### config.mk
export PLATFORM = sky130hd
export DESIGN_NAME = power_switch_control
export DESIGN_NICKNAME = d
export VERILOG_FILES = /design/src/logic/power_switch_pkg.sv /design/src/logic/power_switch_control.sv /design/src/logic/input_sync.sv /design/src/logic/overload_channel.sv
export SDC_FILE = /design/constraint.sdc
export NUM_CORES = 1
export LEC_CHECK = 0
export BUFFER_PORTS_ARGS = -buffer_cell sky130_fd_sc_hd__buf_4
export CORE_ASPECT_RATIO = 0.5
export CORE_MARGIN = 5
export CORE_UTILIZATION = 65
export DETAILED_ROUTE_END_ITERATION = 7
export GPL_TIMING_DRIVEN = 0
export PLACE_DENSITY = 0.85
export SLEW_MARGIN = 20
export SYNTH_ARGS = -nofsm -noshare
export SYNTH_HDL_FRONTEND = slang
export SYNTH_SLANG_ARGS = --single-unit
### constraint.sdc
create_clock -name clock -period 4.5 [get_ports clock]
set_clock_uncertainty 0.2 [all_clocks]
set_input_delay 0.45 -clock clock [delete_from_list [all_inputs] [get_ports clock]]
set_output_delay 0.45 -clock clock [all_outputs]
set_load 0.05 [all_outputs]
### src/logic/power_switch_pkg.sv
// Purpose: Shared constants and types of the power switch control block.
// Assumes: One 100 MHz clock; commands arrive from logic on that clock.
// Notes:   Switch index values double as bit positions in the switch vectors.
//
// Overview of operation
// - Pack, load, charge, aux start automatic.
// - Mode takes index 1..4, 0 auto, 1 manual.
// - Manual switch follows user request, not management.
// - Danger turns switch off despite manual mode.
// - Auto charge closes on charger; manual does not.
// - Manual charge on with inverted charger: error, off.
// - After error clear, switch follows stored request again.
// - Query returns stored request, 0 off, 1 on.
// - Requests stored while automatic, not applied, reported.
// - Actual switch state has its own query.
// - Short response per channel: quick, medium, slow, off.
// - Overload acts only after configured delay in ms.
// - After overload, lock off or reconnect with retries.
// - Per channel retry count and retry interval held.
// - Voltage and temperature limits open relevant switches.
// - Peripheral index 6: 0 always off, 1 manual.
// - Peripheral supply defaults to manual mode.
// - Each switch owns a bit; 1 enables.

package power_switch_pkg;

	// ****************************************************************
	// Timing
	// ****************************************************************
	localparam int unsigned CLOCK_PERIOD_NS = 10;
	localparam int unsigned MS_TIME_NS = 1_000_000;
	localparam int unsigned MS_CYCLES = MS_TIME_NS / CLOCK_PERIOD_NS;
	localparam int unsigned SHORT_QUICK_NS = 10;
	localparam int unsigned SHORT_MEDIUM_NS = 100;
	localparam int unsigned SHORT_SLOW_NS = 1000;
	localparam logic [7:0] SHORT_QUICK_CYCLES =
		8'((SHORT_QUICK_NS + CLOCK_PERIOD_NS - 1) / CLOCK_PERIOD_NS);
	localparam logic [7:0] SHORT_MEDIUM_CYCLES =
		8'((SHORT_MEDIUM_NS + CLOCK_PERIOD_NS - 1) / CLOCK_PERIOD_NS);
	localparam logic [7:0] SHORT_SLOW_CYCLES =
		8'((SHORT_SLOW_NS + CLOCK_PERIOD_NS - 1) / CLOCK_PERIOD_NS);

	// ****************************************************************
	// Switch indices and modes
	// ****************************************************************
	localparam logic [2:0] SW_PACK = 3'h1;
	localparam logic [2:0] SW_LOAD = 3'h2;
	localparam logic [2:0] SW_CHARGE = 3'h3;
	localparam logic [2:0] SW_AUX = 3'h4;
	localparam logic [2:0] SW_PERIPH = 3'h6;
	localparam logic MODE_AUTO = 1'b0;
	localparam logic MODE_MANUAL = 1'b1;
	localparam logic [6:0] MODE_RESET = 7'h40;
	localparam logic [6:0] REQUEST_RESET = 7'h00;

	// ****************************************************************
	// Channel configuration
	// ****************************************************************
	localparam logic [1:0] CH_LOAD = 2'h1;
	localparam logic [1:0] CH_CHARGE = 2'h2;
	localparam int unsigned CHANNELS = 2;

	typedef enum logic [1:0] {
		SHORT_QUICK = 2'h0,
		SHORT_MEDIUM = 2'h1,
		SHORT_SLOW = 2'h2,
		SHORT_DISABLED = 2'h3
	} short_speed_type;

	typedef enum logic [2:0] {
		CFG_SHORT_TIME = 3'h0,
		CFG_TRIP_LEVEL = 3'h1,
		CFG_TRIP_DELAY = 3'h2,
		CFG_MAX_RETRY = 3'h3,
		CFG_RETRY_INTERVAL = 3'h4
	} config_item_type;

	localparam logic [1:0] SHORT_TIME_RESET = 2'h0;
	localparam logic [15:0] TRIP_LEVEL_RESET = 16'hFFFF;
	localparam logic [15:0] TRIP_DELAY_RESET = 16'h01F4;
	localparam logic [7:0] MAX_RETRY_RESET = 8'h00;
	localparam logic [15:0] RETRY_INTERVAL_RESET = 16'h03E8;

	typedef enum logic [3:0] {
		CH_ARMED = 4'h1,
		CH_RETRY_WAIT = 4'h2,
		CH_LOCKED = 4'h4,
		CH_SPARE = 4'h8
	} channel_state_type;

endpackage : power_switch_pkg

### src/logic/power_switch_control.sv
// Purpose: Automatic and manual control of the power switches.
// Assumes: Commands come from same-clock logic; condition pins are async.
// Notes:   Switch outputs are registered, so each decision lands one
//          cycle after the state that caused it.
`timescale 1ns/1ps
`default_nettype none

module power_switch_control
	import power_switch_pkg::*;
#(
	parameter int unsigned MS_CYCLES_P = MS_CYCLES
) (
	input  wire logic                          clock,
	input  wire logic                          rst_b,
	input  wire logic                          mode_write,
	input  wire logic [2:0]                    mode_index,
	input  wire logic                          mode_value,
	input  wire logic                          request_write,
	input  wire logic [2:0]                    request_index,
	input  wire logic                          request_value,
	input  wire logic [2:0]                    query_index,
	output var  logic                          query_request,
	output var  logic                          query_actual,
	input  wire logic                          config_write,
	input  wire logic [1:0]                    config_channel,
	input  wire power_switch_pkg::config_item_type config_item,
	input  wire logic [15:0]                   config_value,
	input  wire logic                          mgmt_pack_enable,
	input  wire logic                          mgmt_load_enable,
	input  wire logic                          mgmt_aux_enable,
	input  wire logic [15:0]                   load_current,
	input  wire logic [15:0]                   charge_current,
	input  wire logic                          charger_present,
	input  wire logic                          charger_inverted,
	input  wire logic                          over_voltage,
	input  wire logic                          under_voltage,
	input  wire logic                          over_temperature,
	input  wire logic                          under_temperature,
	input  wire logic                          load_short,
	input  wire logic                          charge_short,
	input  wire logic                          error_clear,
	output var  logic                          pack_on,
	output var  logic                          load_on,
	output var  logic                          charge_on,
	output var  logic                          aux_on,
	output var  logic                          periph_on,
	output var  logic                          inverse_charger_error,
	output var  logic                          load_overload_error,
	output var  logic                          charge_overload_error
);

	import power_switch_pkg::*;

	typedef struct packed {
		logic [6:0]        mode;
		logic [6:0]        request;
		logic [6:0]        sw;
		logic              inverse_error;
		logic              query_request;
		logic              query_actual;
		logic [16:0]       ms_count;
		logic              ms_tick;
		logic [1:0][1:0]   short_time;
		logic [1:0][15:0]  trip_level;
		logic [1:0][15:0]  trip_delay;
		logic [1:0][7:0]   max_retry;
		logic [1:0][15:0]  retry_interval;
	} control_reg_type;

	localparam control_reg_type CONTROL_RESET = '{
		mode:           MODE_RESET,
		request:        REQUEST_RESET,
		sw:             7'h00,
		inverse_error:  1'b0,
		query_request:  1'b0,
		query_actual:   1'b0,
		ms_count:       17'h0_0000,
		ms_tick:        1'b0,
		short_time:     {2{SHORT_TIME_RESET}},
		trip_level:     {2{TRIP_LEVEL_RESET}},
		trip_delay:     {2{TRIP_DELAY_RESET}},
		max_retry:      {2{MAX_RETRY_RESET}},
		retry_interval: {2{RETRY_INTERVAL_RESET}}
	};

	control_reg_type state_q;
	control_reg_type state_d;
	logic [7:0]      cond_s;
	logic            charger_ok;
	logic            inverse_set;
	logic [6:0]      danger;
	logic [6:0]      auto_on;
	logic [1:0]      ch_fault;
	logic [1:0]      ch_error;
	logic [1:0][15:0] ch_current;
	logic [1:0]      ch_short;
	logic            queried_request;

	function automatic logic index_valid(input logic [2:0] idx);
		return ((idx >= SW_PACK) && (idx <= SW_AUX)) || (idx == SW_PERIPH);
	endfunction : index_valid

	// ****************************************************************
	// Condition pins and channel protection
	// ****************************************************************
	input_sync #(
		.WIDTH (8)
	) u_sync (
		.clock    (clock),
		.rst_b    (rst_b),
		.async_in ({charger_present, charger_inverted, over_voltage,
			under_voltage, over_temperature, under_temperature,
			load_short, charge_short}),
		.sync_out (cond_s)
	);

	assign ch_current = {charge_current, load_current};
	assign ch_short = {cond_s[0], cond_s[1]};

	generate
		for (genvar c = 0; c < CHANNELS; c++)
		begin : g_channel
			overload_channel u_channel (
				.clock          (clock),
				.rst_b          (rst_b),
				.ms_tick        (state_q.ms_tick),
				.current        (ch_current[c]),
				.trip_level     (state_q.trip_level[c]),
				.trip_delay     (state_q.trip_delay[c]),
				.max_retry      (state_q.max_retry[c]),
				.retry_interval (state_q.retry_interval[c]),
				.short_time     (state_q.short_time[c]),
				.short_detect   (ch_short[c]),
				.error_clear    (error_clear),
				.fault          (ch_fault[c]),
				.overload_error (ch_error[c])
			);
		end
	endgenerate

	// ****************************************************************
	// Switch decisions
	// ****************************************************************
	assign charger_ok = cond_s[7] && !cond_s[6];
	assign inverse_set = state_q.mode[SW_CHARGE] &&
		state_q.request[SW_CHARGE] && cond_s[6];

	// Temperature faults open pack, load and charge, and aux on over temperature only;
	// voltage and current faults open only the path that carries the offending energy.
	always_comb
	begin
		danger = 7'h00;
		danger[SW_PACK] = cond_s[3] || cond_s[2];
		danger[SW_LOAD] = cond_s[4] || cond_s[3] || cond_s[2] || ch_fault[0];
		// The set condition opens the switch as well, so it never closes
		// for one cycle onto a reversed charger before the flag lands.
		danger[SW_CHARGE] = cond_s[5] || cond_s[3] || cond_s[2] ||
			ch_fault[1] || state_q.inverse_error || inverse_set;
		danger[SW_AUX] = cond_s[3];
	end

	always_comb
	begin
		auto_on = 7'h00;
		auto_on[SW_PACK] = mgmt_pack_enable;
		auto_on[SW_LOAD] = mgmt_load_enable;
		auto_on[SW_CHARGE] = charger_ok;
		auto_on[SW_AUX] = mgmt_aux_enable;
	end

	assign queried_request = index_valid(query_index) &&
		state_q.request[query_index];

	always_comb
	begin
		state_d = state_q;
		if (mode_write && index_valid(mode_index))
			state_d.mode[mode_index] = mode_value;
		// Stored whatever the mode; applied only while manual.
		if (request_write && index_valid(request_index))
			state_d.request[request_index] = request_value;
		if (config_write && (config_channel == CH_LOAD ||
			config_channel == CH_CHARGE))
		begin
			case (config_item)
				CFG_SHORT_TIME:
					state_d.short_time[config_channel[1]] = config_value[1:0];
				CFG_TRIP_LEVEL:
					state_d.trip_level[config_channel[1]] = config_value;
				CFG_TRIP_DELAY:
					state_d.trip_delay[config_channel[1]] = config_value;
				CFG_MAX_RETRY:
					state_d.max_retry[config_channel[1]] = config_value[7:0];
				CFG_RETRY_INTERVAL:
					state_d.retry_interval[config_channel[1]] = config_value;
				default:
					state_d.short_time = state_q.short_time;
			endcase
		end
		// Set wins over clear so a persisting fault is not lost.
		state_d.inverse_error = inverse_set ||
			(state_q.inverse_error && !error_clear);
		for (int i = 1; i <= 4; i++)
			state_d.sw[i] = !danger[i] && (state_q.mode[i] == MODE_MANUAL ?
				state_q.request[i] : auto_on[i]);
		state_d.sw[SW_PERIPH] = state_q.mode[SW_PERIPH] &&
			state_q.request[SW_PERIPH];
		state_d.query_request = queried_request;
		state_d.query_actual = index_valid(query_index) &&
			state_q.sw[query_index];
		state_d.ms_tick = state_q.ms_count == 17'(MS_CYCLES_P - 1);
		state_d.ms_count = state_d.ms_tick ? 17'h0_0000 :
			17'(state_q.ms_count + 17'h0_0001);
	end

	always_ff @(posedge clock)
	begin
		if (!rst_b)
			state_q <= CONTROL_RESET;
		else
			state_q <= state_d;
	end

	assign pack_on = state_q.sw[SW_PACK];
	assign load_on = state_q.sw[SW_LOAD];
	assign charge_on = state_q.sw[SW_CHARGE];
	assign aux_on = state_q.sw[SW_AUX];
	assign periph_on = state_q.sw[SW_PERIPH];
	assign query_request = state_q.query_request;
	assign query_actual = state_q.query_actual;
	assign inverse_charger_error = state_q.inverse_error;
	assign load_overload_error = ch_error[0];
	assign charge_overload_error = ch_error[1];
endmodule : power_switch_control

`default_nettype wire

### src/logic/input_sync.sv
// Purpose: Two-stage synchroniser for asynchronous condition pins.
// Assumes: Each bit is an independent level.
// Notes:   The first stage feeds only the second stage.
`timescale 1ns/1ps
`default_nettype none

module input_sync #(
	parameter int unsigned WIDTH = 8
) (
	input  wire logic             clock,
	input  wire logic             rst_b,
	input  wire logic [WIDTH-1:0] async_in,
	output var  logic [WIDTH-1:0] sync_out
);

	typedef struct packed {
		logic [WIDTH-1:0] stage1;
		logic [WIDTH-1:0] stage2;
	} sync_state_type;

	sync_state_type state_q;
	sync_state_type state_d;

	always_comb
	begin
		state_d = state_q;
		state_d.stage1 = async_in;
		state_d.stage2 = state_q.stage1;
	end

	always_ff @(posedge clock)
	begin
		if (!rst_b)
			state_q <= '0;
		else
			state_q <= state_d;
	end

	assign sync_out = state_q.stage2;

endmodule : input_sync

`default_nettype wire

### src/logic/overload_channel.sv
// Purpose: Overload and short trip with delayed retry for one channel.
// Assumes: ms_tick pulses once per millisecond.
// Notes:   Retries restart from zero only after an error clear.
`timescale 1ns/1ps
`default_nettype none

module overload_channel
	import power_switch_pkg::*;
(
	input  wire logic        clock,
	input  wire logic        rst_b,
	input  wire logic        ms_tick,
	input  wire logic [15:0] current,
	input  wire logic [15:0] trip_level,
	input  wire logic [15:0] trip_delay,
	input  wire logic [7:0]  max_retry,
	input  wire logic [15:0] retry_interval,
	input  wire logic [1:0]  short_time,
	input  wire logic        short_detect,
	input  wire logic        error_clear,
	output var  logic        fault,
	output var  logic        overload_error
);

	typedef struct packed {
		channel_state_type state;
		logic [15:0]       ms_count;
		logic [7:0]        short_count;
		logic [7:0]        retries;
		logic              error;
	} channel_reg_type;

	channel_reg_type state_q;
	channel_reg_type state_d;
	logic over;
	logic short_trip;
	logic over_trip;

	function automatic logic [7:0] short_limit(input logic [1:0] code);
		case (code)
			SHORT_QUICK:  return SHORT_QUICK_CYCLES;
			SHORT_MEDIUM: return SHORT_MEDIUM_CYCLES;
			default:      return SHORT_SLOW_CYCLES;
		endcase
	endfunction : short_limit

	assign over = current > trip_level;
	assign over_trip = over && (state_q.ms_count >= trip_delay);
	assign short_trip = short_detect && (short_time != SHORT_DISABLED) &&
		(8'(state_q.short_count + 8'h01) >= short_limit(short_time));

	always_comb
	begin
		state_d = state_q;
		if (error_clear)
			state_d.error = 1'b0;
		case (state_q.state)
			CH_ARMED:
			begin
				state_d.short_count = short_detect ?
					8'(state_q.short_count + 8'h01) : 8'h00;
				if (!over)
					state_d.ms_count = 16'h0000;
				else if (ms_tick)
					state_d.ms_count = 16'(state_q.ms_count + 16'h0001);
				if (over_trip || short_trip)
				begin
					state_d.error = 1'b1;
					state_d.ms_count = 16'h0000;
					state_d.short_count = 8'h00;
					// Lock when the retry budget is spent.
					if (state_q.retries < max_retry)
						state_d.state = CH_RETRY_WAIT;
					else
						state_d.state = CH_LOCKED;
				end
			end
			CH_RETRY_WAIT:
			begin
				if (state_q.ms_count >= retry_interval)
				begin
					state_d.state = CH_ARMED;
					state_d.ms_count = 16'h0000;
					state_d.retries = 8'(state_q.retries + 8'h01);
				end
				else if (ms_tick)
					state_d.ms_count = 16'(state_q.ms_count + 16'h0001);
			end
			CH_LOCKED:
			begin
				if (error_clear)
				begin
					state_d.state = CH_ARMED;
					state_d.retries = 8'h00;
				end
			end
			default:
				state_d.state = CH_LOCKED;
		endcase
	end

	always_ff @(posedge clock)
	begin
		if (!rst_b)
			state_q <= '{CH_ARMED, 16'h0000, 8'h00, 8'h00, 1'b0};
		else
			state_q <= state_d;
	end

	assign fault = state_q.state != CH_ARMED;
	assign overload_error = state_q.error;
endmodule : overload_channel

`default_nettype wire

# [Word-level counts from Yosys, hierarchy flattened]
# Index checks and enable logic that the tools add are counted.
[word_totals] wordCells=211 input_bits=81 output_inout_bits=10 ff_bits=246
[op_classes] mux=57 reduce_logical=65 addsub=7 eq_ne=28 n_lt_le_gt_ge=23 bitwise=1
[ops] operator="16-bit 2-to-1 mux" n=7
[ops] operator="32-bit bitwise mux" n=3
[ops] operator="16-bit greater-or-equal comparator" n=4
[ops] operator="16-bit case mux with 2 select lines" n=2
[ops] operator="28-bit 2-to-1 mux" n=2
[ops] operator="8-bit 2-to-1 mux" n=6
[ops] operator="16-bit by 1-bit adder with 16-bit output (second input constant)" n=2
[ops] operator="8-bit by 1-bit adder with 8-bit output (second input constant)" n=4
[ops] operator="16-bit greater-than comparator" n=2
[ops] operator="8-bit case mux with 2 select lines" n=2
[ops] operator="7-bit case mux with 2 select lines" n=2
[ops] operator="1-bit logical AND" n=26
[ops] operator="4-bit case mux with 3 select lines" n=2
[ops] operator="17-bit by 1-bit adder with 17-bit output (second input constant)" n=1
[ops] operator="17-bit equality test (second input constant)" n=1
[ops] operator="16-bit bitwise mux" n=1
[ops] operator="16-bit demux with 1-bit select" n=1
[ops] operator="8-bit by 7-bit greater-or-equal comparator with 1-bit output" n=2
[ops] operator="1-bit logical OR" n=16
[ops] operator="8-bit < comparator" n=2
[ops] operator="3-bit by 1-bit greater-or-equal comparator with 1-bit output (second input constant)" n=5
[ops] operator="7-bit bitwise mux" n=2
[ops] operator="1-bit 2-to-1 mux" n=14
[ops] operator="3-bit equality test (second input constant)" n=4
[ops] operator="30 further kinds" n=68

# [Logic depth before layout (Yosys ltp)]
# Gate-level depths: netlist of the first run.
[logic_depth] depth_word=7 mapped_depth=12 depth_no_buf=11

# [Modules after synthesis]
# From an unflattened synthesis of the first run, not the netlist that was laid out.
[hier_totals] hier_cells=1544 area_unflattened_um2=12858.6
[modules_own_cells] mod="overload_channel" seq_area_each_um2=720.7 cells_per_inst=414 instances=2 area_per_inst_um2=3314.4
[modules_own_cells] mod="power_switch_control" seq_area_each_um2=3062.9 cells_per_inst=683 instances=1 area_per_inst_um2=5783.0
[modules_own_cells] mod="input_sync" seq_area_each_um2=320.3 cells_per_inst=33 instances=1 area_per_inst_um2=446.7

# [Least setup slack after synthesis of the first run]
# Ideal clock, no wire load.
[synth_timing] path_kind="flip-flop to flip-flop" start="register g_channel[1].u_channel.state_q[9] in the netlist's numbering" end="register g_channel[1].u_channel.state_q[16] in the netlist's numbering" path_buffers=1 synth_period_minus_slack_ns=2.998 setup_time_ns=0.067 t_arrival_ns=2.731 slack_ns=1.502 path_stages_with_launch=13 required_time_ns=4.233 path_cell_list="dfxtp_1 -> ha_1 -> nor2b_1 -> or2_2 -> ha_1 -> a211o_1 -> a2111o_1 -> a211oi_2 -> a2bb2oi_2 -> and4_1 -> buf_6 -> o21ai_2 -> a21oi_2"
[synth_between] elab_chain_len=5 word_cells_on_any_way=6 classes_between="add/sub: 1; order compare: 1; mux: 2; reduce/logical: 2"
[synth_lines] item="from (decl)" line="overload_channel.sv:33" text="channel_reg_type state_q;"
[synth_lines] item="from (signal assigned)" line="overload_channel.sv:105" text="state_q <= '{CH_ARMED, 16'h0000, 8'h00, 8'h00, 1'b0};"
[synth_lines] item="from (signal assigned)" line="overload_channel.sv:107" text="state_q <= state_d;"
[synth_lines] item="8-bit by 1-bit adder with 8-bit output *" line="overload_channel.sv:50, overload_channel.sv:61"
[synth_lines] item="8-bit by 7-bit greater-or-equal comparator with 1-bit output" line="overload_channel.sv:50" text="(8'(state_q.short_count + 8'h01) >= short_limit(short_time));"
[synth_lines] item="1-bit logical AND" line="overload_channel.sv:49" text="assign short_trip = short_detect && (short_time != SHORT_DISABLED) &&"
[synth_lines] item="1-bit logical OR" line="overload_channel.sv:66" text="if (over_trip || short_trip)"
[synth_lines] item="28-bit 2-to-1 mux *" line="overload_channel.sv:66"
# Every way passes the cells marked *; elsewhere a longest branch is shown, timed or not. The select of a mux whose other input is x is not followed.
# A chain may end at the register's enable or synchronous reset.

# [Worst setup path in the final report of the first run]
[layout_timing] start="register g_channel[1].u_channel.state_q[17] in the netlist's numbering" end="register g_channel[1].u_channel.state_q[5] in the netlist's numbering"
[layout_between] elab_chain_len=3
[layout_lines] item="16-bit greater-or-equal comparator" line="overload_channel.sv:80" text="if (state_q.ms_count >= retry_interval)"
[layout_lines] item="2-bit by 1-bit inequality test with 1-bit output (no line)"
[layout_lines] item="3-bit AND reduction (no line)"
# No other way between the ends.

==> summary.md, run 1 <==
| Metric | Value |
|---|---|
| Outcome | finished clean |
| Synth async-reset ratio | 0% |
| Boundary pin count | 91 |
| Hold Violations, Final | 0 |
| Post-CTS Resized | 0 |
| Leakage | 5.91 nW |
| Initial core utilization | 66.8% |
| Root Driver | clkbuf_16 |
| PortBufs | 79 |
| Die width | 205 um |
| GP Congestion | 0.897 |
| Period utilization | 77.9% |
| Mapped Cells | between 1000 and 1500 |
| Layout cell share with drive strength beyond 1 | 9.08% |
| GRT Total Usage | 29.1% |
| Worst Path Arrival | 3.73 ns |
| Peak supply drop | 0.000302 V |
| Setup WS post-layout | 0.997 ns |
| CTS tree | yes |
| Worst setup EP type | flip-flop |
| Slew @ Worst Pin | a little under 0.9 ns |
| Worst-path clk slew | 0.07 ns |
| Critical path startpoint category | flip-flop |
| Total die area | ~0.022 mm2 |
| Area leader, netlist | dfxtp_1 |
| Initial antenna violation count | 0 |
| Deepest level of the CTS H-tree | 1 |
| Final #Nets | 1795 |
| Peak Freq | 285 MHz |
| Clock Path Buffers | 3 |
| Hpwl dp | between 20 and 25 mm |
| Vias per inst | 5.92 |
| GRT overflow | 0 |
| Post-synth EDFFs | 0 |
| Routed len/inst | about 17 um |
| CP Cell Sequence | inv_1, ha_1, nand2b_1, a21o_1, a211o_1, a211oi_1, o21ai_1, nand3b_1, clkbuf_1, o21ai_0, a21oi_1 |
| Post-synthesis area per instance | around 8.4 um2 |
| # setup viols final | 0 |
| Largest stage delay, worst path | 0.45 ns |
| Complex-gate fraction of the synthesized area | 14.1% |
| Seq/Total Area, Yosys | 38.9% |
| Synth warn | 0 |
| Synth Area in Simple Gates | roughly a fifth |
| Final Critical Period | roughly 3.5 ns |
| Post-synth cell types | 68 |
| Clock Latency Late Sink | between 0.5 and 0.6 ns |
| Mapped Area | 0.0124 mm2 |
| Row count | 35 |
| P&R area growth vs syn | 13.5% |
| Place WS | 1.19 ns |
| Tot Pwr | 0.00433 W |
| Crit-path slowest cell | a211oi_1 |
| Routed WL | 32.0 mm |
| Synth top area share | 38.9% |
| RSZ-0062 raised after global routing | no |
| Slew headroom | 40.4% |
| Crit path required time | approximately 4.7 ns |
| Leading post-synthesis cells by cell area | dfxtp_1, ha_1, nand2_1, nor2_1, a21oi_1 |
| Critical path buffer and inverter count | 2 |
| Max cap viols | 0 |
| Finished Core Util | 75.8% |
| Vias in the first global route | 10600 |
| Mux contribution to synthesized area | 3.33% |
| Top_reg_cell synth | dfxtp_1 |
| Main combinational cell family by area after synthesis | simple AND/OR/NAND/NOR gates |
| Synth Area in Adders | 13.0% |
| Post-CTS Repair Setup Buffers | 0 |
| XOR/XNOR Fraction of Synth Area | just under 4% |
| Critical Setup Path Class | flip-flop to flip-flop |
| Die Height | 108 um |
| Drt drc | 0 |
| Final setup TNS | 0 ns |
| Post-Syn Nets | roughly 1700 |
| Worst min-delay path class | input port to flip-flop |
| Critical path fanouts, max | 10 |
| Core region area | about 0.019 mm2 |
| First-pass GRT wire length | between 50 and 60 mm |
| Largest net degree at the start of global routing | 17 |
| Via Count | 11000 |
| Fillers | 1331 |
| Antenna diode count | 0 |
| Initial DRC count | roughly 900 |
| Crit path max-delay family | compound AO/OA/AOI/OAI gates |
| Slew Viols, Final | 0 |
| Antenna viol nets, final | 0 |
| Clock buffer count from CTS | 22 |
| First-pass detailed-route iteration total | 6 |
| FF+latch count, synth | 241 |
| PD cells | between 300 and 400 mW/mm2 |
| Hold-fix buffers at CTS | 10 |
| Clk sinks | 241 |
## cell families (layout without fill, tap and decap cells)
kind of cell,count (synthesis),after routing
xor+xnor,56,56
mux,40,40
simple gates,564,564
fa+ha+maj,129,129
compound gates,264,264
flops,241,241
buf+inv,178,303
## tightest hold or removal path, stage by stage
cell and delay (ns):
buf_4 0.11, mux2i_1 0.07, nand2_1 0.07
## layout by cell type, fill, tap and decap left out, types with 14 or more instances in the layout
master and instances:
buf_4 81, o211ai_1 59, clkbuf_16 23, o21ai_0 28, ha_1 129, nand3_1 39, dfxtp_1 241, xnor2_1 17
clkbuf_1 51, and2_1 24, nand4_1 28, nor2_1 143, a21o_1 14, mux2i_1 39, a21oi_1 97, inv_1 123
nor3_1 16, nand2_1 224, nand2b_1 15, xor2_1 39
## Yosys cell counts, drive strengths merged, types with 3 or more instances
cell type,instances
inv,123
nor4,5
a31oi,3
or4,10
a21oi,103
buf,8
mux2i,39
nor2,143
a221oi,6
and2,25
nand4b,4
nor3b,6
o21ai,36
o31ai,7
a211o,3
or3,9
dfxtp,241
and4,8
o21a,3
or2,6
ha,129
nand3,40
xnor2,17
and3,9
a22oi,4
a2111oi,3
nand2,225
a211oi,4
a21o,14
nor2b,10
xor2,39
o221ai,3
nor3,16
clkbuf,46
nand2b,16
nand4,28
o211ai,60
## where the power goes
part / internal (W) / leakage [nW] / switching (W)
Clock: 0.000966 / 0.316 / 0.000805
Sequential: 0.00217 / 1.95 / 0.0000267
Combinational: 0.000136 / 3.64 / 0.000229
## final timing paths
path	slack, ns	cells past startpoint	from	end
min	0.03	3	mode_value	state_q[157]$_SDFFE_PN1P_
max reg2reg	1.0	11	g_channel[1].u_channel.state_q[17]$_SDFFE_PN0P_	g_channel[1].u_channel.state_q[5]$_SDFFE_PN0P_
max	1.0	11	g_channel[1].u_channel.state_q[17]$_SDFFE_PN0P_	g_channel[1].u_channel.state_q[5]$_SDFFE_PN0P_
min reg2reg	0.21	1	u_sync.sync_out[4]$_SDFF_PN0_	load_on$_SDFF_PN0_
## registers in the layout (all words and copies together), names as in the netlist
register,flops
inverse_charger_error,1
charge_on,1
periph_on,1
state_q,145
g_channel.u_channel.overload_error,2
query_actual,1
u_sync.state_d,8
u_sync.sync_out,8
pack_on,1
load_on,1
g_channel.u_channel.state_q,70
query_request,1
aux_on,1
## stage by stage
| stage | cells | area [um2] | hold slack, ns |
|---|---|---|---|
| finish | 1856 | 14100 | 0.0264 |
| global route | 1856 | 14100 | 0.0350 |
| CTS | 1856 | 14100 | 0.00484 |
| detailed placement | 1810 | 13300 | 0.189 |
| global placement | 1810 | 13300 | 0.198 |
| floorplan | 1472 | 12400 | 0.175 |
## layout make-up
class                      instances  area [um2]  area share [%]
buffer                            55         231            1.64
clock buffer                      30         622            4.42
clock inverter                     6        37.5           0.267
inverter                         123         462            3.28
multi-input combinational       1053        6880            48.9
sequential                       241        4820            34.3
tap                              259         324            2.30
timing repair buffer              89         693            4.92
## metal layers
metal / up-vias / track usage [%] / routed length (um)
li1: 5276 / - / -
met1: 5165 / 39.1 / 14000
met2: 442 / 48.9 / 14700
met3: 101 / 4.61 / 2440
met4: 0 / 8.26 / 994
met5: - / 0 / 0
Power figures use the tool's default switching activity.
==> inputs of run 2 (changes only) <==
CORE_UTILIZATION = 61   (was 65)
PLACE_DENSITY = 0.81   (was 0.85)
clock period = 3.4 ns   (was 4.5 ns; I/O delays follow)
==> run 2 against run 1 <==
First-iteration DRC count is 2.7% lower; die area increased by 6.1%; register-to-register slack got worse by 0.84 ns; clock power increased by 36%.
==> summary.md, run 2 (synthesis gave the netlist of run 1 again) <==
| Metric | Value |
|---|---|
| Internal power | 0.00439 W |
| Routing usage on met1 | a little over a third |
| Period utilization | 95.4% |
| Worst-path clk slew | ~0.070 ns |
| CTS tree | yes |
| Final setup TNS | 0 ns |
| Root Driver | clkbuf_16 |
| Antenna diode count | 0 |
| Commonest non-fill, non-tap cells in the layout | dfxtp_1, nand2_1, nor2_1 |
| Most common cell after layout, fill and taps aside | dfxtp_1 |
| Met3 Use GR | 4.81% |
| Boundary pin count | 91 |
| Met2 usage in global routing | between 40% and 50% |
| Reg power frac | 49.9% |
| GP Congestion | roughly 0.90 |
| RSZ-0062 raised after global routing | no |
| Via Count | 10900 |
| Critical path fanouts, max | 8 |
| PortBufs | 79 |
| Worst setup EP type | flip-flop |
| Die width | 212 um |
| R2R Setup Slk | 0.16 ns |
| Peak Freq | 308 MHz |
| Final Critical Period | 3.24 ns |
| Crit path required time | 3.65 ns |
| Clk sinks | approximately 240 |
| Setup WS post-layout | about 0.16 ns |
| Logic pwr share | 8.7% |
| Peak supply drop | 0.000362 V |
| Most flops, register | state_q |
| Clock buffer count from CTS | 22 |
| Core region area | 0.0197 mm2 |
| Clk network pwr share | 41.4% |
| Final #Nets | 1815 |
| Reg2reg end | g_channel[1].u_channel.state_q[16]$_SDFFE_PN0P_ |
| Largest net degree at the start of global routing | 16 |
| Max FFs per register | 145 |
| Largest registers | state_q (145), g_channel.u_channel.state_q (70) |
| Die Height | between 100 and 150 um |
| Storage cell area | slightly below 0.005 mm2 |
| Outcome | finished clean |
| Clock Latency Late Sink | 0.51 ns |
| Place WS | a little under 0.07 ns |
| FF-to-FF Start | g_channel[1].u_channel.state_q[9]$_SDFFE_PN0P_ |
| Multi-input logic area | 0.00688 mm2 |
| Hold Worst Slack | roughly 0.021 ns |
| PD cells | 407 mW/mm2 |
| Drt drc | 0 |
| Vias per inst | between 5 and 6 |
| Slew @ Worst Pin | between 0.9 and 1 ns |
| Deepest level of the CTS H-tree | 1 |
| Critical Setup Path Class | flip-flop to flip-flop |
| Total die area | 0.0234 mm2 |
| First-pass detailed-route iteration total | 7 |
| CP Capture Point | g_channel[1].u_channel.state_q[16]$_SDFFE_PN0P_ |
| Hold Violations, Final | 0 |
| Initial antenna violation count | 0 |
| Worst Path Arrival | 3.49 ns |
| Hpwl dp | 24.2 mm |
| Worst min-delay path class | input port to flip-flop |
| Layout cell share with drive strength beyond 1 | 9.33% |
| Routed WL | 32.8 mm |
| Busiest layer in global routing | met2 |
| CP startpoint | g_channel[1].u_channel.state_q[9]$_SDFFE_PN0P_ |
| GRT overflow | 0 |
| First-pass GRT wire length | ~53 mm |
| P&R area growth vs syn | 15.4% |
| Fillers | 1477 |
| Vias in the first global route | 10700 |
| Slew Viols, Final | 0 |
| Slew headroom | 39.4% |
| Sw Pwr | ~0.0014 W |
| # setup viols final | 0 |
| Leakage | 6.02 nW |
| Critical path startpoint category | flip-flop |
| Initial core utilization | 62.8% |
| Reg2Reg Depth | 13 |
| Max cap viols | 0 |
| Row count | 36 |
| WHS Path Cells | 4 |
| GRT Total Usage | 27.2% |
| Routed len/inst | 17.4 um |
| Switching part of the total | between 20 and 25% |
| Antenna viol nets, final | 0 |
| Initial DRC count | just under 900 |
| Clock Path Buffers | 3 |
| Finished Core Util | between 70% and 80% |
[run 2: cell types whose count changed in the layout (fill, tap and decap cells not counted), moves of 2 or more]
| cell | before | now |
|---|---|---|
| dfxtp_1 | 241 | 239 |
| dlygate4sd3_1 | 10 | 29 |
| dfxtp_2 | 0 | 2 |
| clkbuf_8 | 2 | 4 |
| clkinvlp_4 | 3 | 0 |
[run 2: timing repair]
action                     in CTS  in global routing
hold endpoints to repair       66                  0
resized for setup               0                  6
setup endpoints to repair       0                 34
buffers inserted                0                  1
hold buffers                   29                  0
[run 2: area by class of cell]
| cell class | instances | share of cell area [%] |
|---|---|---|
| buffer | 55 | 1.63 |
| clock buffer | 32 | 4.54 |
| clock inverter | 5 | 0.219 |
| inverter | 123 | 3.23 |
| multi-input combinational | 1053 | 48.1 |
| sequential | 241 | 33.7 |
| tap | 266 | 2.33 |
| timing repair buffer | 109 | 6.23 |
[run 2: how the worst min path moves through the flow]
stage	startpoint	to
floorplan	u_sync.sync_out[4]$_SDFF_PN0_	load_on$_SDFF_PN0_
global placement	u_sync.sync_out[4]$_SDFF_PN0_	load_on$_SDFF_PN0_
detailed placement	u_sync.sync_out[4]$_SDFF_PN0_	load_on$_SDFF_PN0_
CTS	mode_index[2]	state_q[152]$_SDFFE_PN0P_
global route	mode_index[2]	state_q[157]$_SDFFE_PN1P_
finish	mode_index[2]	state_q[152]$_SDFFE_PN0P_
[run 2: metal layers]
layer | part of all wire (%) | vias to the layer above
li1 | - | 5318
met1 | 44 | 5186
met2 | 47 | 338
met3 | 7.4 | 69
met4 | 2.6 | 0
met5 | 0 | -
[run 2: worst max-delay path, cell delays in order (launching register included)]
cell and delay, ns:
dfxtp_2 0.35, ha_2 0.21, nor2b_1 0.15, or2_2 0.29
ha_1 0.20, a211o_1 0.24, a2111o_1 0.43, a211oi_2 0.23
buf_4 0.15, a2bb2oi_2 0.16, and4_1 0.22, buf_6 0.15
o21ai_2 0.08, a21oi_2 0.11
[run 2: metrics by stage]
step	area, um2	total power (W)	std cells
3_5_place_dp	13300	0.00343	1817
4_1_cts	14300	0.00582	1883
5_1_grt	14300	0.00601	1884
6_report	14300	0.00582	1884
2_1_floorplan	12400	0.00322	1472
3_3_place_gp	13300	0.00341	1817
[run 2: power groups by stage]
stage / clock (W) / sequential (W) / combinational (W)
after floorplan: 0 / 0.00297 / 0.000253
after global placement: 0 / 0.00296 / 0.000449
after detailed placement: 0 / 0.00297 / 0.000466
after CTS: 0.00243 / 0.00290 / 0.000494
after global routing: 0.00256 / 0.00291 / 0.000545
final: 0.00241 / 0.00290 / 0.000504
==> inputs of run 3 (changes only) <==
ABC_AREA = 1   (was not set)
PLACE_DENSITY = 0.8   (was 0.81)
==> run 3 against run 2 <==
Register-to-register slack gained 0.40 ns; non-clock buffer count grew 12; via count grew 11%; die area grew 5.2%; final cell count grew 17%; routed wire length grew 7.0%; count of clock-buffer cells in the layout grew 3; flip-flop and latch count grew 1; worst hold slack gained 0.0050 ns; largest cell class unchanged; largest power group unchanged.
==> summary.md, run 3 <==
| Metric | Value |
|---|---|
| Initial core utilization | about 63% |
| Synth async-reset ratio | 0% |
| Seq/Total Area, Yosys | 37.0% |
| # setup viols final | 0 |
| Final setup TNS | 0 ns |
| Area leader, netlist | dfxtp_1 |
| Routed WL | between 30 and 40 mm |
| Max FFs per register | 146 |
| Slew Viols, Final | 0 |
| Worst min-delay path class | input port to flip-flop |
| Period utilization | 83.5% |
| Post-synth top cells | nand2_1, inv_1, dfxtp_1 |
| Worst-path clk slew | 0.07 ns |
| Post-CTS Repair Setup Buffers | 0 |
| Hpwl dp | 25.1 mm |
| Initial antenna violation count | 0 |
| Critical path fanouts, max | 10 |
| Hold Violations, Final | 0 |
| Synth warn | 0 |
| Outcome | finished clean |
| Antenna diode count | 0 |
| Largest registers | state_q (146), g_channel.u_channel.state_q (70) |
| Critical path startpoint category | flip-flop |
| Row count | 37 |
| FF+latch count, synth | 242 |
| GP Congestion | a little under 0.9 |
| Peak Freq | 352 MHz |
| Crit path required time | 3.67 ns |
| Max cap viols | 0 |
| Fillers | 1649 |
| Cell with the most instances after synthesis | nand2_1 |
| Die width | 217 um |
| Leakage | 7.22 nW |
| Drt drc | 0 |
| Slew @ Worst Pin | 0.879 ns |
| P&R area growth vs syn | 16.0% |
| Synth top area share | a little under two fifths |
| Boundary pin count | 91 |
| Worst Path Arrival | 3.11 ns |
| Post-CTS Resized | 0 |
| R2R Setup Slk | 0.56 ns |
| Vias per inst | roughly 5.5 |
| PD cells | approximately 400 mW/mm2 |
| Worst setup EP type | flip-flop |
| Leading post-synthesis cells by cell area | dfxtp_1, ha_1, nand2_1, inv_1, a21oi_1 |
| Core region area | 0.0208 mm2 |
| Mapped Cells | 1776 |
| Final #Nets | 2135 |
| Final Critical Period | 2.84 ns |
| GRT overflow | 0 |
| Post-synth cell types | 51 |
| Largest net degree at the start of global routing | 16 |
| Via Count | 12100 |
| Most common cell after layout, fill and taps aside | nand2_1 |
| Post-Syn Nets | 1986 |
| Die Height | approximately 110 um |
| Initial DRC count | 1076 |
| Final Non-Filler Cells | 2213 |
| Peak supply drop | 0.000369 V |
| GRT Total Usage | 28.4% |
| Top_reg_cell synth | dfxtp_1 |
| Clk sinks | 242 |
| Post-synthesis area per instance | 7.37 um2 |
| Mapped Area | 0.0131 mm2 |
| Antenna viol nets, final | 0 |
| Critical Setup Path Class | flip-flop to flip-flop |
| Most flops, register | state_q |
| Slew headroom | between 40 and 50% |
| CTS tree | yes |
| First-pass detailed-route iteration total | 5 |
| Clock Latency Late Sink | 0.52 ns |
| PortBufs | 86 |
| RSZ-0062 raised after global routing | no |
| Clock Path Buffers | 3 |
| Total die area | 0.0247 mm2 |
| Clock buffer count from CTS | 22 |
| Root Driver | clkbuf_16 |
| Commonest non-fill, non-tap cells in the layout | nand2_1, inv_1, dfxtp_1 |
| Hold-fix buffers at CTS | 39 |
| First-pass GRT wire length | 57.8 mm |
| Placed cell count | 2135 |
| Deepest level of the CTS H-tree | 1 |
| Layout cell share with drive strength beyond 1 | around a tenth |
| Vias in the first global route | 11400 |
| Routed len/inst | 15.9 um |
| Post-synth EDFFs | 0 |
## run 3: changes by cell type after synthesis, moves of 20 or more
cell      delta
mux2i_1     -37
and2_1      -24
o21ai_0     +59
inv_1      +158
nand3_1     +22
nand2_1    +133
a21oi_1     +68
clkbuf_1    -20
## run 3: critical path, stage by stage (launching register included)
cell and delay (ns):
dfxtp_1 0.40, ha_1 0.19, nand2_1 0.07, inv_1 0.11
nand4_1 0.11, xor2_1 0.17, ha_1 0.32, a21o_1 0.18
nor2_1 0.09, nand2_1 0.05, nand2_1 0.23, nand3_1 0.17
nand3_2 0.16, buf_4 0.20, nand2_1 0.07, inv_1 0.05
## run 3: metal layers
metal | wire [um] | GRT usage (%)
met1 | 16200 | 40.0
met2 | 15500 | 46.6
met3 | 2690 | 4.91
met4 | 724 | 5.64
met5 | 0 | 0
## run 3: metrics by stage
stage / power (W) / worst slack, ns / area, um2 / hold slack, ns / utilization (%)
2_1_floorplan: 0.00340 / 1.08 / 13100 / 0.175 / -
4_1_cts: 0.00617 / 0.599 / 15200 / 0.00365 / 72.9
3_5_place_dp: 0.00368 / 0.627 / 14100 / 0.198 / 67.6
3_3_place_gp: 0.00367 / 0.640 / 14100 / 0.196 / 67.6
6_report: 0.00617 / 0.562 / 15200 / 0.0263 / 72.9
5_1_grt: 0.00639 / 0.377 / 15200 / 0.0342 / 72.9
## run 3: cell type report
class	instances	area, um2	area share [%]
buffer	51	230	1.52
clock buffer	35	691	4.55
clock inverter	4	22.5	0.148
inverter	289	1080	7.14
multi-input combinational	1194	6940	45.7
sequential	242	4840	31.9
tap	273	342	2.25
timing repair buffer	125	1040	6.82
## run 3: worst paths after layout
path,from,cells past startpoint,end
max reg2reg,g_channel[0].u_channel.state_q[9]$_SDFFE_PN0P_,15,g_channel[0].u_channel.state_q[24]$_SDFFE_PN0P_
min reg2reg,u_sync.state_d[1]$_SDFF_PN0_,2,u_sync.sync_out[1]$_SDFF_PN0_
max,g_channel[0].u_channel.state_q[9]$_SDFFE_PN0P_,15,g_channel[0].u_channel.state_q[24]$_SDFFE_PN0P_
min,error_clear,4,inverse_charger_error$_SDFF_PN0_
## run 3: cells by family (layout without fill, tap and decap cells)
logic type | Yosys count | after routing | share of synthesized area (%)
AO/OA/AOI/OAI | 340 | 340 | 14.7
XOR/XNOR | 43 | 43 | 2.88
adder cells (fa/ha/maj) | 129 | 129 | 12.3
buffers and inverters | 340 | 504 | 10.0
flip-flops | 242 | 242 | 37.0
multiplexers | 2 | 2 | 0.153
AND/OR/NAND/NOR | 680 | 680 | 22.9
## run 3: power breakdown
| part | internal (W) | switching [W] |
|---|---|---|
| registers | 0.00289 | 0.0000312 |
| clock network | 0.00139 | 0.00111 |
| logic | 0.000246 | 0.000498 |
